File: config.mk
export PLATFORM = sky130hd
export DESIGN_NAME = ochs_supervisor
export DESIGN_NICKNAME = d
export VERILOG_FILES = /design/src/verilog/ochs_pkg.sv /design/src/verilog/ochs_sync_in.sv /design/src/verilog/ochs_osc.sv /design/src/verilog/ochs_supervisor.sv
export VERILOG_INCLUDE_DIRS = /design/src /design/src/verilog
export SDC_FILE = /design/constraint.sdc
export NUM_CORES = 1
export LEC_CHECK = 0
export BUFFER_PORTS_ARGS = -buffer_cell sky130_fd_sc_hd__clkbuf_2
export CAP_MARGIN = 20
export CORE_MARGIN = 4
export CORE_UTILIZATION = 45
export CTS_CLUSTER_DIAMETER = 60
export DETAILED_ROUTE_END_ITERATION = 10
export PLACE_DENSITY_LB_ADDON = 0.12
export SYNTH_ARGS = -nofsm -noshare
export SYNTH_HDL_FRONTEND = slang
export SYNTH_SLANG_ARGS = --single-unit
File: constraint.sdc
create_clock -name clk -period 2.25 [get_ports clk]
set_input_delay 0.225 -clock clk [delete_from_list [all_inputs] [get_ports clk]]
set_output_delay 0.225 -clock clk [all_outputs]
set_load 0.01 [all_outputs]
File: src/verilog/ochs_consts.svh
`ifndef OCHS_CONSTS_SVH
`define OCHS_CONSTS_SVH

// Fault counter trip level and restart length
`define OCHS_FAULT_TRIP 3'h7
`define OCHS_FAULT_ZERO 3'h0
`define OCHS_SS_CYCLES 3'h7
// Undervoltage filter count of agreeing cycles
`define OCHS_UV_FILTER 3'h7
// Ramp must reach this percentage before the master clock pulse
`define OCHS_RAMP_GOOD_PCT 90
// Default internal oscillator period in block clocks
`define OCHS_OSC_PERIOD 16'h0100
// Default soft-start cycle length in switching cycles
`define OCHS_SS_LEN 16'h0040
// Cycles without a falling sync edge before falling back to the oscillator
`define OCHS_SYNC_LOSS 16'h0400

`endif

File: src/verilog/ochs_pkg.sv
package ochs_pkg;

    // Operating phase of the supervisor
    typedef enum logic [1:0] {
        OCHS_UV_WAIT,
        OCHS_RUN,
        OCHS_RESTART
    } ochs_phase_type;

    // Analog comparator inputs
    typedef struct packed {
        logic over_current;
        logic ramp_done;
    } ochs_sense_type;

    // Gate and soft-start drives
    typedef struct packed {
        logic high_side_on;
        logic low_side_on;
        logic soft_start_run;
        logic power_good;
    } ochs_drive_type;

endpackage

File: src/verilog/ochs_sync_in.sv
`timescale 1ns/100ps
`default_nettype none

// Three-stage synchroniser; output changes once stages two and three agree
module ochs_sync_in (
    input wire logic clk,
    input wire logic rst,
    input wire logic pin,
    output logic level
);
    logic s1_q;
    logic s2_q;
    logic s3_q;

    // First stage read only by the second
    always_ff @(posedge clk or posedge rst) begin
        if (rst) begin
            s1_q <= 1'b0;
            s2_q <= 1'b0;
            s3_q <= 1'b0;
        end else begin
            s1_q <= pin;
            s2_q <= s1_q;
            s3_q <= s2_q;
        end
    end

    // Hold last agreed value while stages disagree
    always_ff @(posedge clk or posedge rst) begin
        if (rst) begin
            level <= 1'b0;
        end else if (s2_q == s3_q) begin
            level <= s3_q;
        end
    end
endmodule

`default_nettype wire

File: src/verilog/ochs_osc.sv
`timescale 1ns/100ps
`default_nettype none

// Programmable free-running oscillator giving a one-cycle tick
module ochs_osc #(
    parameter int PERIOD_W = 16
) (
    input wire logic clk,
    input wire logic rst,
    input wire logic restart,
    input wire logic [PERIOD_W-1:0] period,
    output logic tick
);
    logic [PERIOD_W-1:0] cnt_q;

    initial begin
        if (PERIOD_W < 2) begin
            $error("ochs_osc: PERIOD_W too small");
        end
    end

    // Restart realigns phase to an external edge
    always_ff @(posedge clk or posedge rst) begin
        if (rst) begin
            cnt_q <= '0;
            tick <= 1'b0;
        end else if (restart || cnt_q >= period - PERIOD_W'(1)) begin
            cnt_q <= '0;
            tick <= ~restart;
        end else begin
            cnt_q <= cnt_q + PERIOD_W'(1);
            tick <= 1'b0;
        end
    end
endmodule

`default_nettype wire

File: src/verilog/ochs_supervisor.sv
`timescale 1ns/100ps
`default_nettype none
`include "ochs_consts.svh"

module ochs_supervisor #(
    parameter int PERIOD_W = 16,
    parameter logic [15:0] OSC_PERIOD = `OCHS_OSC_PERIOD,
    parameter logic [15:0] SS_LEN = `OCHS_SS_LEN,
    parameter logic [15:0] SYNC_LOSS = `OCHS_SYNC_LOSS
) (
    input wire logic clk,
    input wire logic rst,
    input wire logic sync_pin,
    input wire ochs_pkg::ochs_sense_type sense_pin,
    input wire logic pwm_request,
    output ochs_pkg::ochs_drive_type drive,
    output logic cycle_start,
    output logic uv_flag,
    output logic [2:0] fault_count
);
    logic sync_lvl;
    logic sync_lvl_q;
    logic oc_lvl;
    logic ramp_lvl;
    logic osc_tick;
    logic sync_fall;
    logic ext_present_q;
    logic [15:0] loss_cnt_q;
    logic master_tick;
    logic oc_seen_q;
    logic hs_blank_q;
    logic ramp_seen_q;
    logic oc_now;
    logic ramp_now;
    logic [2:0] fault_q;
    logic [2:0] uv_cnt_q;
    logic [15:0] ss_cnt_q;
    logic [2:0] ss_left_q;
    ochs_pkg::ochs_phase_type phase_q;

    initial begin
        if (PERIOD_W != 16) begin
            $error("ochs_supervisor: PERIOD_W must be 16");
        end
        if (SS_LEN == 16'h0000 || OSC_PERIOD < 16'h0002) begin
            $error("ochs_supervisor: bad timing parameter");
        end
    end

    // Saturating 3-bit step, used by the undervoltage, fault and soft-start counters
    function automatic logic [2:0] step3(input logic [2:0] v, input logic up);
        if (up) begin
            step3 = (v == 3'h7) ? v : v + 3'h1;
        end else begin
            step3 = (v == `OCHS_FAULT_ZERO) ? v : v - 3'h1;
        end
    endfunction

    // External pins are asynchronous to clk
    ochs_sync_in u_sync_sync (
        .clk(clk),
        .rst(rst),
        .pin(sync_pin),
        .level(sync_lvl)
    );
    ochs_sync_in u_sync_oc (
        .clk(clk),
        .rst(rst),
        .pin(sense_pin.over_current),
        .level(oc_lvl)
    );
    ochs_sync_in u_sync_ramp (
        .clk(clk),
        .rst(rst),
        .pin(sense_pin.ramp_done),
        .level(ramp_lvl)
    );

    // Oscillator phase is pulled to each falling sync edge
    ochs_osc #(
        .PERIOD_W(PERIOD_W)
    ) u_osc (
        .clk(clk),
        .rst(rst),
        .restart(sync_fall),
        .period(OSC_PERIOD),
        .tick(osc_tick)
    );

    // Falling edge of the filtered sync level
    always_ff @(posedge clk or posedge rst) begin
        if (rst) begin
            sync_lvl_q <= 1'b0;
        end else begin
            sync_lvl_q <= sync_lvl;
        end
    end
    assign sync_fall = sync_lvl_q & ~sync_lvl;

    // Sync present while edges keep coming; low sync times out to free run
    always_ff @(posedge clk or posedge rst) begin
        if (rst) begin
            ext_present_q <= 1'b0;
            loss_cnt_q <= 16'h0000;
        end else if (sync_fall) begin
            ext_present_q <= 1'b1;
            loss_cnt_q <= 16'h0000;
        end else if (loss_cnt_q >= SYNC_LOSS) begin
            ext_present_q <= 1'b0;
        end else begin
            loss_cnt_q <= loss_cnt_q + 16'h0001;
        end
    end

    // Master clock: sync edge when present, else oscillator
    assign master_tick = ext_present_q ? sync_fall : osc_tick;
    assign cycle_start = master_tick;

    // Per-cycle flags: overcurrent seen, ramp reached its good level
    always_ff @(posedge clk or posedge rst) begin
        if (rst) begin
            oc_seen_q <= 1'b0;
            ramp_seen_q <= 1'b0;
        end else if (master_tick) begin
            oc_seen_q <= 1'b0;
            ramp_seen_q <= 1'b0;
        end else begin
            if (oc_lvl && drive.high_side_on) begin
                oc_seen_q <= 1'b1;
            end
            if (ramp_lvl) begin
                ramp_seen_q <= 1'b1;
            end
        end
    end

    // Cycle verdicts include an event landing on the closing tick itself;
    // without this the clear at the tick would swallow it, since the clear wins over the set
    assign oc_now = oc_seen_q | (oc_lvl & drive.high_side_on);
    assign ramp_now = ramp_seen_q | ramp_lvl;

    // Pulse-by-pulse limit: blank high side until next cycle start
    always_ff @(posedge clk or posedge rst) begin
        if (rst) begin
            hs_blank_q <= 1'b0;
        end else if (master_tick) begin
            hs_blank_q <= 1'b0;
        end else if (oc_lvl && drive.high_side_on) begin
            hs_blank_q <= 1'b1;
        end
    end

    // Undervoltage filter; a short ramp is one cut by the master clock
    always_ff @(posedge clk or posedge rst) begin
        if (rst) begin
            uv_cnt_q <= `OCHS_FAULT_ZERO;
        end else if (master_tick) begin
            if (phase_q == ochs_pkg::OCHS_UV_WAIT) begin
                uv_cnt_q <= ramp_now ? step3(uv_cnt_q, 1'b1) : step3(uv_cnt_q, 1'b0);
            end else begin
                uv_cnt_q <= ramp_now ? step3(uv_cnt_q, 1'b0) : step3(uv_cnt_q, 1'b1);
            end
            if (uv_cnt_q == `OCHS_UV_FILTER - 3'h1 && phase_q == ochs_pkg::OCHS_UV_WAIT
                && ramp_now) begin
                uv_cnt_q <= `OCHS_FAULT_ZERO;
            end
        end
    end

    // Phase, fault counter and soft-start sequencing
    always_ff @(posedge clk or posedge rst) begin
        if (rst) begin
            phase_q <= ochs_pkg::OCHS_UV_WAIT;
            fault_q <= `OCHS_FAULT_ZERO;
            ss_cnt_q <= 16'h0000;
            ss_left_q <= `OCHS_FAULT_ZERO;
        end else if (master_tick) begin
            case (phase_q)
                ochs_pkg::OCHS_UV_WAIT: begin
                    fault_q <= `OCHS_FAULT_ZERO;
                    if (ramp_now && uv_cnt_q == `OCHS_UV_FILTER - 3'h1) begin
                        phase_q <= ochs_pkg::OCHS_RUN;
                        ss_cnt_q <= 16'h0000;
                    end
                end
                ochs_pkg::OCHS_RUN: begin
                    if (!ramp_now && uv_cnt_q == `OCHS_UV_FILTER - 3'h1) begin
                        phase_q <= ochs_pkg::OCHS_UV_WAIT;
                    end else if (oc_now) begin
                        fault_q <= step3(fault_q, 1'b1);
                        if (fault_q == `OCHS_FAULT_TRIP - 3'h1) begin
                            phase_q <= ochs_pkg::OCHS_RESTART;
                            ss_left_q <= `OCHS_SS_CYCLES;
                            ss_cnt_q <= 16'h0000;
                        end
                    end else begin
                        fault_q <= step3(fault_q, 1'b0);
                    end
                    if (ss_cnt_q < SS_LEN) begin
                        ss_cnt_q <= ss_cnt_q + 16'h0001;
                    end
                end
                ochs_pkg::OCHS_RESTART: begin
                    // One soft-start cycle spans SS_LEN switching cycles
                    if (ss_cnt_q >= SS_LEN - 16'h0001) begin
                        ss_cnt_q <= 16'h0000;
                        fault_q <= step3(fault_q, 1'b0);
                        ss_left_q <= step3(ss_left_q, 1'b0);
                        if (fault_q == 3'h1) begin
                            phase_q <= ochs_pkg::OCHS_RUN;
                        end
                    end else begin
                        ss_cnt_q <= ss_cnt_q + 16'h0001;
                    end
                end
                default: begin
                    phase_q <= ochs_pkg::OCHS_UV_WAIT;
                end
            endcase
        end
    end

    // Drives: switches off outside run, power good and soft start also on in restart; high side blanked after overcurrent
    always_comb begin
        drive = '0;
        if (phase_q == ochs_pkg::OCHS_RUN) begin
            drive.high_side_on = pwm_request & ~hs_blank_q;
            drive.low_side_on = ~pwm_request;
            drive.power_good = 1'b1;
            drive.soft_start_run = 1'b1;
        end else if (phase_q == ochs_pkg::OCHS_RESTART) begin
            drive.power_good = 1'b1; // both switches stay off
            drive.soft_start_run = 1'b1;
        end
    end

    assign uv_flag = (phase_q == ochs_pkg::OCHS_UV_WAIT);
    assign fault_count = fault_q;
endmodule

`default_nettype wire

==> flow_summary.json, run 1 <==
{
  "p_leak_nw": 1.78,
  "min_from": "pwm_request",
  "die_w_um": 94.1,
  "grt_pass1_vias": 2210,
  "reg2reg_from": "phase_q[1]",
  "ir_drop_mv": 0.562,
  "max_slew_margin_pct": 66.7,
  "max_clock_freq_mhz": 496,
  "nNetsFinal": 373,
  "boundaryPins": 15,
  "die_y_um": 94.1,
  "final_area_um2": 3830,
  "drv_cap": 0,
  "drive_gt1_share_pct": 12.5,
  "antenna_found_initial": 0,
  "period_minus_slack_ns": 2.01,
  "cts_tree": "built",
  "detail_route.iter0.violations": 84,
  "p_sw_share_pct": 34.8,
  "root_buffer": "clkbuf_8",
  "ys_seq_area_share_pct": 54.8,
  "clk_pin_slew_worst_paths_ns": 0.07,
  "drcViolationCount": 0,
  "synth.distinct_cells": 46,
  "num-fill-cells": 681,
  "cp-end-kind": "flop",
  "finalSetupTns_ns": 0,
  "arrival_ns": 2.23,
  "required_ns": 2.46,
  "synth_top_area_share_pct": 54.8,
  "cts_htree_levels": 3,
  "yosysWarnings": 0,
  "p_seq_share_pct": 44.9,
  "cts_buffers": 9,
  "worstHoldEndpoint": "hs_blank_q",
  "synthFlopType": "dfrtp_1",
  "io_buffers": 14,
  "fin_crit_sh_pct": 89.5,
  "hold_violations": 0,
  "rsz0062_at_grt": "no",
  "synth_edf_count": 0,
  "cts_setup_buffers": 0,
  "dp_slack_ns": 0.169,
  "worstHoldPathType": "in2reg",
  "grt_max_degree": 74,
  "dpl.hpwl_um": 3840,
  "outcome": "finished, final reports clean",
  "area_growth_pct": 14.9,
  "track_usage_pct": 14.9,
  "dieArea_um2": 8850,
  "clock_path_buffers": 2,
  "crit_type": "reg2reg",
  "setup_viol": 0,
  "wirelength_um": 5740,
  "switchingPower_mw": 1.27,
  "syn-instance-count": 314,
  "vias": 2224,
  "detail-route-antenna-nets": 0,
  "mappedNetlistArea_um2": 3340,
  "layout_setup_ws_ns": 0.235,
  "synth_top_area_cell": "dfrtp_1",
  "wl_per_cell_um": 12.7,
  "worst-r2r-setup-slack_ns": 0.24,
  "start_util_pct": 46.2,
  "diodes": 0,
  "grt-busiest-layer": "met2",
  "synthArstFlopShare_pct": 100,
  "crit_fanout": 20,
  "cp-start-kind": "flop",
  "overflow": 0,
  "hold-worst-slack_ns": 0.320,
  "maxSlewViolCount": 0,
  "gp_congestion": 0.811,
  "grt_util_met1_pct": 19.6,
  "comb_power_share_pct": 28.7,
  "worstReg2RegEnd": "ss_cnt_q[3]",
  "avgSynthCellArea_um2": 10.6,
  "worst_r2r_path_depth": 8,
  "powerDensity_nw_per_um2": 948,
  "dr.pass1.iters": 4,
  "clkPwrFrac_pct": 26.4,
  "ys_ff_latch": 73,
  "netlist_top_cells_area": "dfrtp_1, ha_1, nor2_1",
  "met3_usage_pct": 5.13,
  "holdPathStages": 3,
  "grtUsageMet2_pct": 23.1,
  "clk_latency_ns": 0.34,
  "vias_per_cell": 4.92,
  "place_area_um2": 3600,
  "rows": 31,
  "coreArea_um2": 7210,
  "worst_pin_slew_ns": 0.495,
  "grt_first_pass_wirelength_um": 10200,
  "finClkSkew_ns": 0.00943,
  "numClockSinks": 73,
  "intPower_mw": 2.37,
  "utilization_pct": 53.1
}
[synthesized netlist by cell type (2+ instances only)]
library cell and count:
a21o_1 3, a21oi_1 14, a31oi_1 4, and2_1 10, and3_1 7, clkbuf_1 6, dfrtp_1 73, ha_1 19
inv_1 24, maj3_1 3, mux2i_1 2, nand2_1 18, nand2b_1 4, nand3_1 9, nand3b_1 3, nand4_1 5
nor2_1 32, nor2b_1 8, nor3_1 3, nor4_1 5, o211ai_1 3, o21ai_0 15, o22ai_1 3, o31ai_1 4
or2_2 2, or3_1 3, xnor2_1 6, xor2_1 8
[per-stage QoR]
| stage | total power [mW] | cells |
|---|---|---|
| after floorplan | 2.37 | 321 |
| after global placement | 2.67 | 432 |
| after detailed placement | 2.69 | 432 |
| after CTS | 3.68 | 452 |
| after global routing | 3.92 | 452 |
| final | 3.63 | 452 |
[kinds of logic after synthesis]
group | Yosys count | share of synthesized area (%)
other | 1 | 0.112
muxes | 2 | 0.600
buffers and inverters | 31 | 3.60
DFF | 73 | 54.8
AOI/OAI and AO/OA | 56 | 10.5
adders and majority gates | 22 | 8.03
and+or+nand+nor | 115 | 18.7
xor gates and xnor gates | 14 | 3.68
[layer usage]
metal / vias to the layer above / wire, um
met5: - / 0
met4: 0 / 46
met3: 4 / 225
met2: 39 / 2610
met1: 1043 / 2860
li1: 1138 / -
[power by group through the flow]
stage	Combinational (mW)	Clock (mW)	Sequential, mW
CTS	1.05	1.00	1.63
floorplan	0.755	0	1.62
finish	1.04	0.958	1.63
detailed placement	1.04	0	1.65
global placement	1.02	0	1.65
global route	1.20	1.06	1.66
[critical path, stage by stage (launching register included)]
cell	delay, ns
dfrtp_1	0.41
inv_1	0.08
ha_1	0.27
a31oi_2	0.24
nor3_1	0.10
o311ai_2	0.34
buf_12	0.19
nand2b_1	0.17
o22ai_1	0.11
[flip-flops by register name, indices dropped and copies added (netlist names), 2 cells and up]
signal       cells
fault_count      3
ss_cnt_q        16
phase_q          2
u_osc.cnt_q     16
loss_cnt_q      16
uv_cnt_q         3
[worst max path at each step]
stage          startpoint            end  slack [ns]
2_1_floorplan         rst  ext_present_q        0.17
3_3_place_gp   phase_q[1]    ss_cnt_q[3]        0.27
3_5_place_dp   phase_q[1]    ss_cnt_q[3]        0.17
4_1_cts        phase_q[1]    ss_cnt_q[3]        0.16
5_1_grt        phase_q[1]    ss_cnt_q[3]        0.09
6_report       phase_q[1]    ss_cnt_q[3]        0.24
[placed cells by master (no fill, tap or decap), drive strengths merged, types with 2 or more instances in the layout]
| cell | Yosys | routed |
|---|---|---|
| dlygate4sd3 | 0 | 4 |
| nor4 | 5 | 5 |
| o22ai | 3 | 3 |
| xor2 | 8 | 8 |
| o211ai | 3 | 3 |
| nor2b | 8 | 8 |
| clkbuf | 6 | 26 |
| nor3 | 4 | 4 |
| or3 | 3 | 3 |
| nand3b | 3 | 3 |
| conb | 1 | 8 |
| nand2b | 4 | 4 |
| o21ai | 15 | 15 |
| dfrtp | 73 | 73 |
| nand3 | 9 | 9 |
| xnor2 | 6 | 6 |
| mux2i | 2 | 2 |
| a21o | 3 | 3 |
| a31oi | 4 | 4 |
| maj3 | 3 | 3 |
| nand4 | 6 | 6 |
| ha | 19 | 19 |
| inv | 24 | 24 |
| nor2 | 32 | 32 |
| or4 | 2 | 2 |
| a21oi | 14 | 14 |
| nand2 | 18 | 18 |
| and2 | 10 | 10 |
| and3 | 7 | 7 |
| o31ai | 4 | 4 |
| buf | 1 | 5 |
| or2 | 2 | 2 |
| clkinv | 0 | 3 |
[final cells by class]
cell class / instances / area (um^2) / area share [%]
clock inverter: 4 / 26.3 / 0.685
clock buffer: 12 / 165 / 4.31
multi-input combinational: 217 / 1430 / 37.3
timing repair buffer: 23 / 173 / 4.50
inverter: 24 / 90.1 / 2.35
tap: 99 / 124 / 3.23
sequential: 73 / 1830 / 47.7
[timing repair]
action / in CTS / in global routing
endpoints found under the hold margin: 76 / 0
endpoints found under the setup margin: 0 / 3
resized for setup: 0 / 1
hold buffers: 4 / 0
No activity file was read; power rests on OpenSTA's default activity.
==> run 2: changes to the inputs <==
Clock period 2.25 ns to 1.76 ns, I/O delays scaled along.
==> run 2 against run 1 <==
Net effect: the run now ends with setup timing left; die area unchanged; maximum frequency grew 10%; combinational power increased by 91%; critical path type unchanged; setup slack got worse by 0.30 ns; count of clock-buffer cells in the layout is 1 lower; worst hold slack better by 0.030 ns.
==> flow_summary.json, run 2 (synthesized netlist as in run 1, its figures left out) <==
{
  "drv_cap": 0,
  "coreArea_um2": 7210,
  "num-fill-cells": 638,
  "maxSlewViolCount": 0,
  "reg.largest.list": "loss_cnt_q x16, ss_cnt_q x16, u_osc.cnt_q x16",
  "final_common_cell": "dfrtp_1",
  "slowest_stage": "or4_4",
  "arrival_ns": 2.09,
  "ir_drop_mv": 0.661,
  "cts_tree": "built",
  "switchingPower_mw": 1.88,
  "min_from": "u_sync_ramp.s1_q",
  "crit_type": "reg2reg",
  "cts_buffers": 9,
  "intPower_mw": 3.75,
  "rows": 31,
  "holdPathStages": 0,
  "cp-start-kind": "flop",
  "required_ns": 2.02,
  "p_sw_share_pct": 33.3,
  "cp-end-kind": "flop",
  "violations": "setup timing",
  "cpPeakStageDelay_ns": 0.54,
  "crit_fanout": 6,
  "utilization_pct": 60.1,
  "grt_pass1_vias": 2365,
  "worst-r2r-setup-slack_ns": -0.07,
  "wirelength_um": 6450,
  "layout_common_cells": "dfrtp_1, buf_4, nor2_1",
  "period_minus_slack_ns": 1.83,
  "antenna_found_initial": 0,
  "p_leak_nw": 2.00,
  "clock_path_buffers": 2,
  "finalSetupTns_ns": -0.188,
  "max_clock_freq_mhz": 547,
  "dieArea_um2": 8850,
  "io_buffers": 14,
  "diodes": 0,
  "clk_pin_slew_worst_paths_ns": 0.08,
  "numClockSinks": 73,
  "fin_crit_sh_pct": 104,
  "grt_first_pass_wirelength_um": 10800,
  "root_buffer": "clkbuf_8",
  "comb_power_share_pct": 35.3,
  "drcViolationCount": 0,
  "path_cells": "or4_4 -> nor3_4 -> nand4_4 -> or3_1 -> a21oi_1",
  "place_area_um2": 3810,
  "cp.depth": 5,
  "nNetsFinal": 407,
  "grt_max_degree": 74,
  "die_w_um": 94.1,
  "finClkSkew_ns": 0.00999,
  "dpl.hpwl_um": 4190,
  "cts_htree_levels": 3,
  "seq_area_um2": 1830,
  "multi_input_area_um2": 1620,
  "overflow": 0,
  "dr.pass1.iters": 4,
  "outcome": "finished, violations left",
  "worst_r2r_path_depth": 5,
  "vias": 2403,
  "hold_violations": 0,
  "detail_route.iter0.violations": 96,
  "boundaryPins": 15,
  "setup_viol": 6,
  "gp_congestion": 0.825,
  "worstHoldPathType": "reg2reg",
  "start_util_pct": 46.2,
  "track_usage_pct": 15.5,
  "reg2reg_from": "loss_cnt_q[12]",
  "area_growth_pct": 30.0,
  "vias_per_cell": 4.94,
  "crit_family": "simple AND/OR/NAND/NOR gates",
  "power_mw": 5.63,
  "final_area_um2": 4340,
  "clkPwrFrac_pct": 28.4,
  "layout_setup_ws_ns": -0.0682,
  "rsz0062_at_grt": "yes",
  "crit_path_start": "loss_cnt_q[12]",
  "detail-route-antenna-nets": 0,
  "die_y_um": 94.1,
  "clk_latency_ns": 0.34,
  "powerDensity_nw_per_um2": 1300,
  "p_seq_share_pct": 36.3,
  "wl_per_cell_um": 13.3,
  "cp_num_buf_inv": 0,
  "drive_gt1_share_pct": 28.2
}
-- run 2: cell type report --
| type | instances | area share [%] |
|---|---|---|
| sequential | 73 | 42.2 |
| multi-input combinational | 217 | 37.3 |
| timing repair buffer | 57 | 9.92 |
| clock buffer | 11 | 3.26 |
| tap | 99 | 2.86 |
| clock inverter | 5 | 2.37 |
| inverter | 24 | 2.16 |
-- run 2: per-stage QoR --
step	hold WS (ns)	worst slack [ns]	instances
5_1_grt	0.369	-0.166	486
4_1_cts	0.324	-0.0857	480
2_1_floorplan	0.207	-0.160	321
6_report	0.349	-0.0682	486
3_3_place_gp	0.285	-0.0142	458
3_5_place_dp	0.286	-0.0921	458
-- run 2: power by group through the flow --
stage               Sequential (mW)  Combinational [mW]  Clock [mW]
floorplan                      2.07                1.01           0
global placement               2.06                1.64           0
detailed placement             2.07                1.68           0
CTS                            2.04                1.75        1.63
global route                   2.07                2.19        1.71
finish                         2.04                1.99        1.60
-- run 2: repair_timing --
item / in CTS / in global routing
gates cloned: 0 / 1
setup endpoints to repair: 24 / 33
pin swaps: 3 / 12
resized for setup: 8 / 37
hold buffers: 4 / 0
endpoints found under the hold margin: 76 / 0
setup buffers: 2 / 6
-- run 2: per-layer routing --
metal  track usage [%]  wire length [um]
met2              22.4              2960
met4              8.06               180
met3              2.80               194
met5                 0                 0
met1              22.0              3110
-- run 2: final timing paths --
check / to
hold / removal: u_sync_ramp.s2_q
max in group asynchronous: ss_cnt_q[0]
min in group asynchronous: loss_cnt_q[4]
hold reg to reg: u_sync_ramp.s2_q
setup / recovery: loss_cnt_q[7]
setup reg to reg: loss_cnt_q[7]
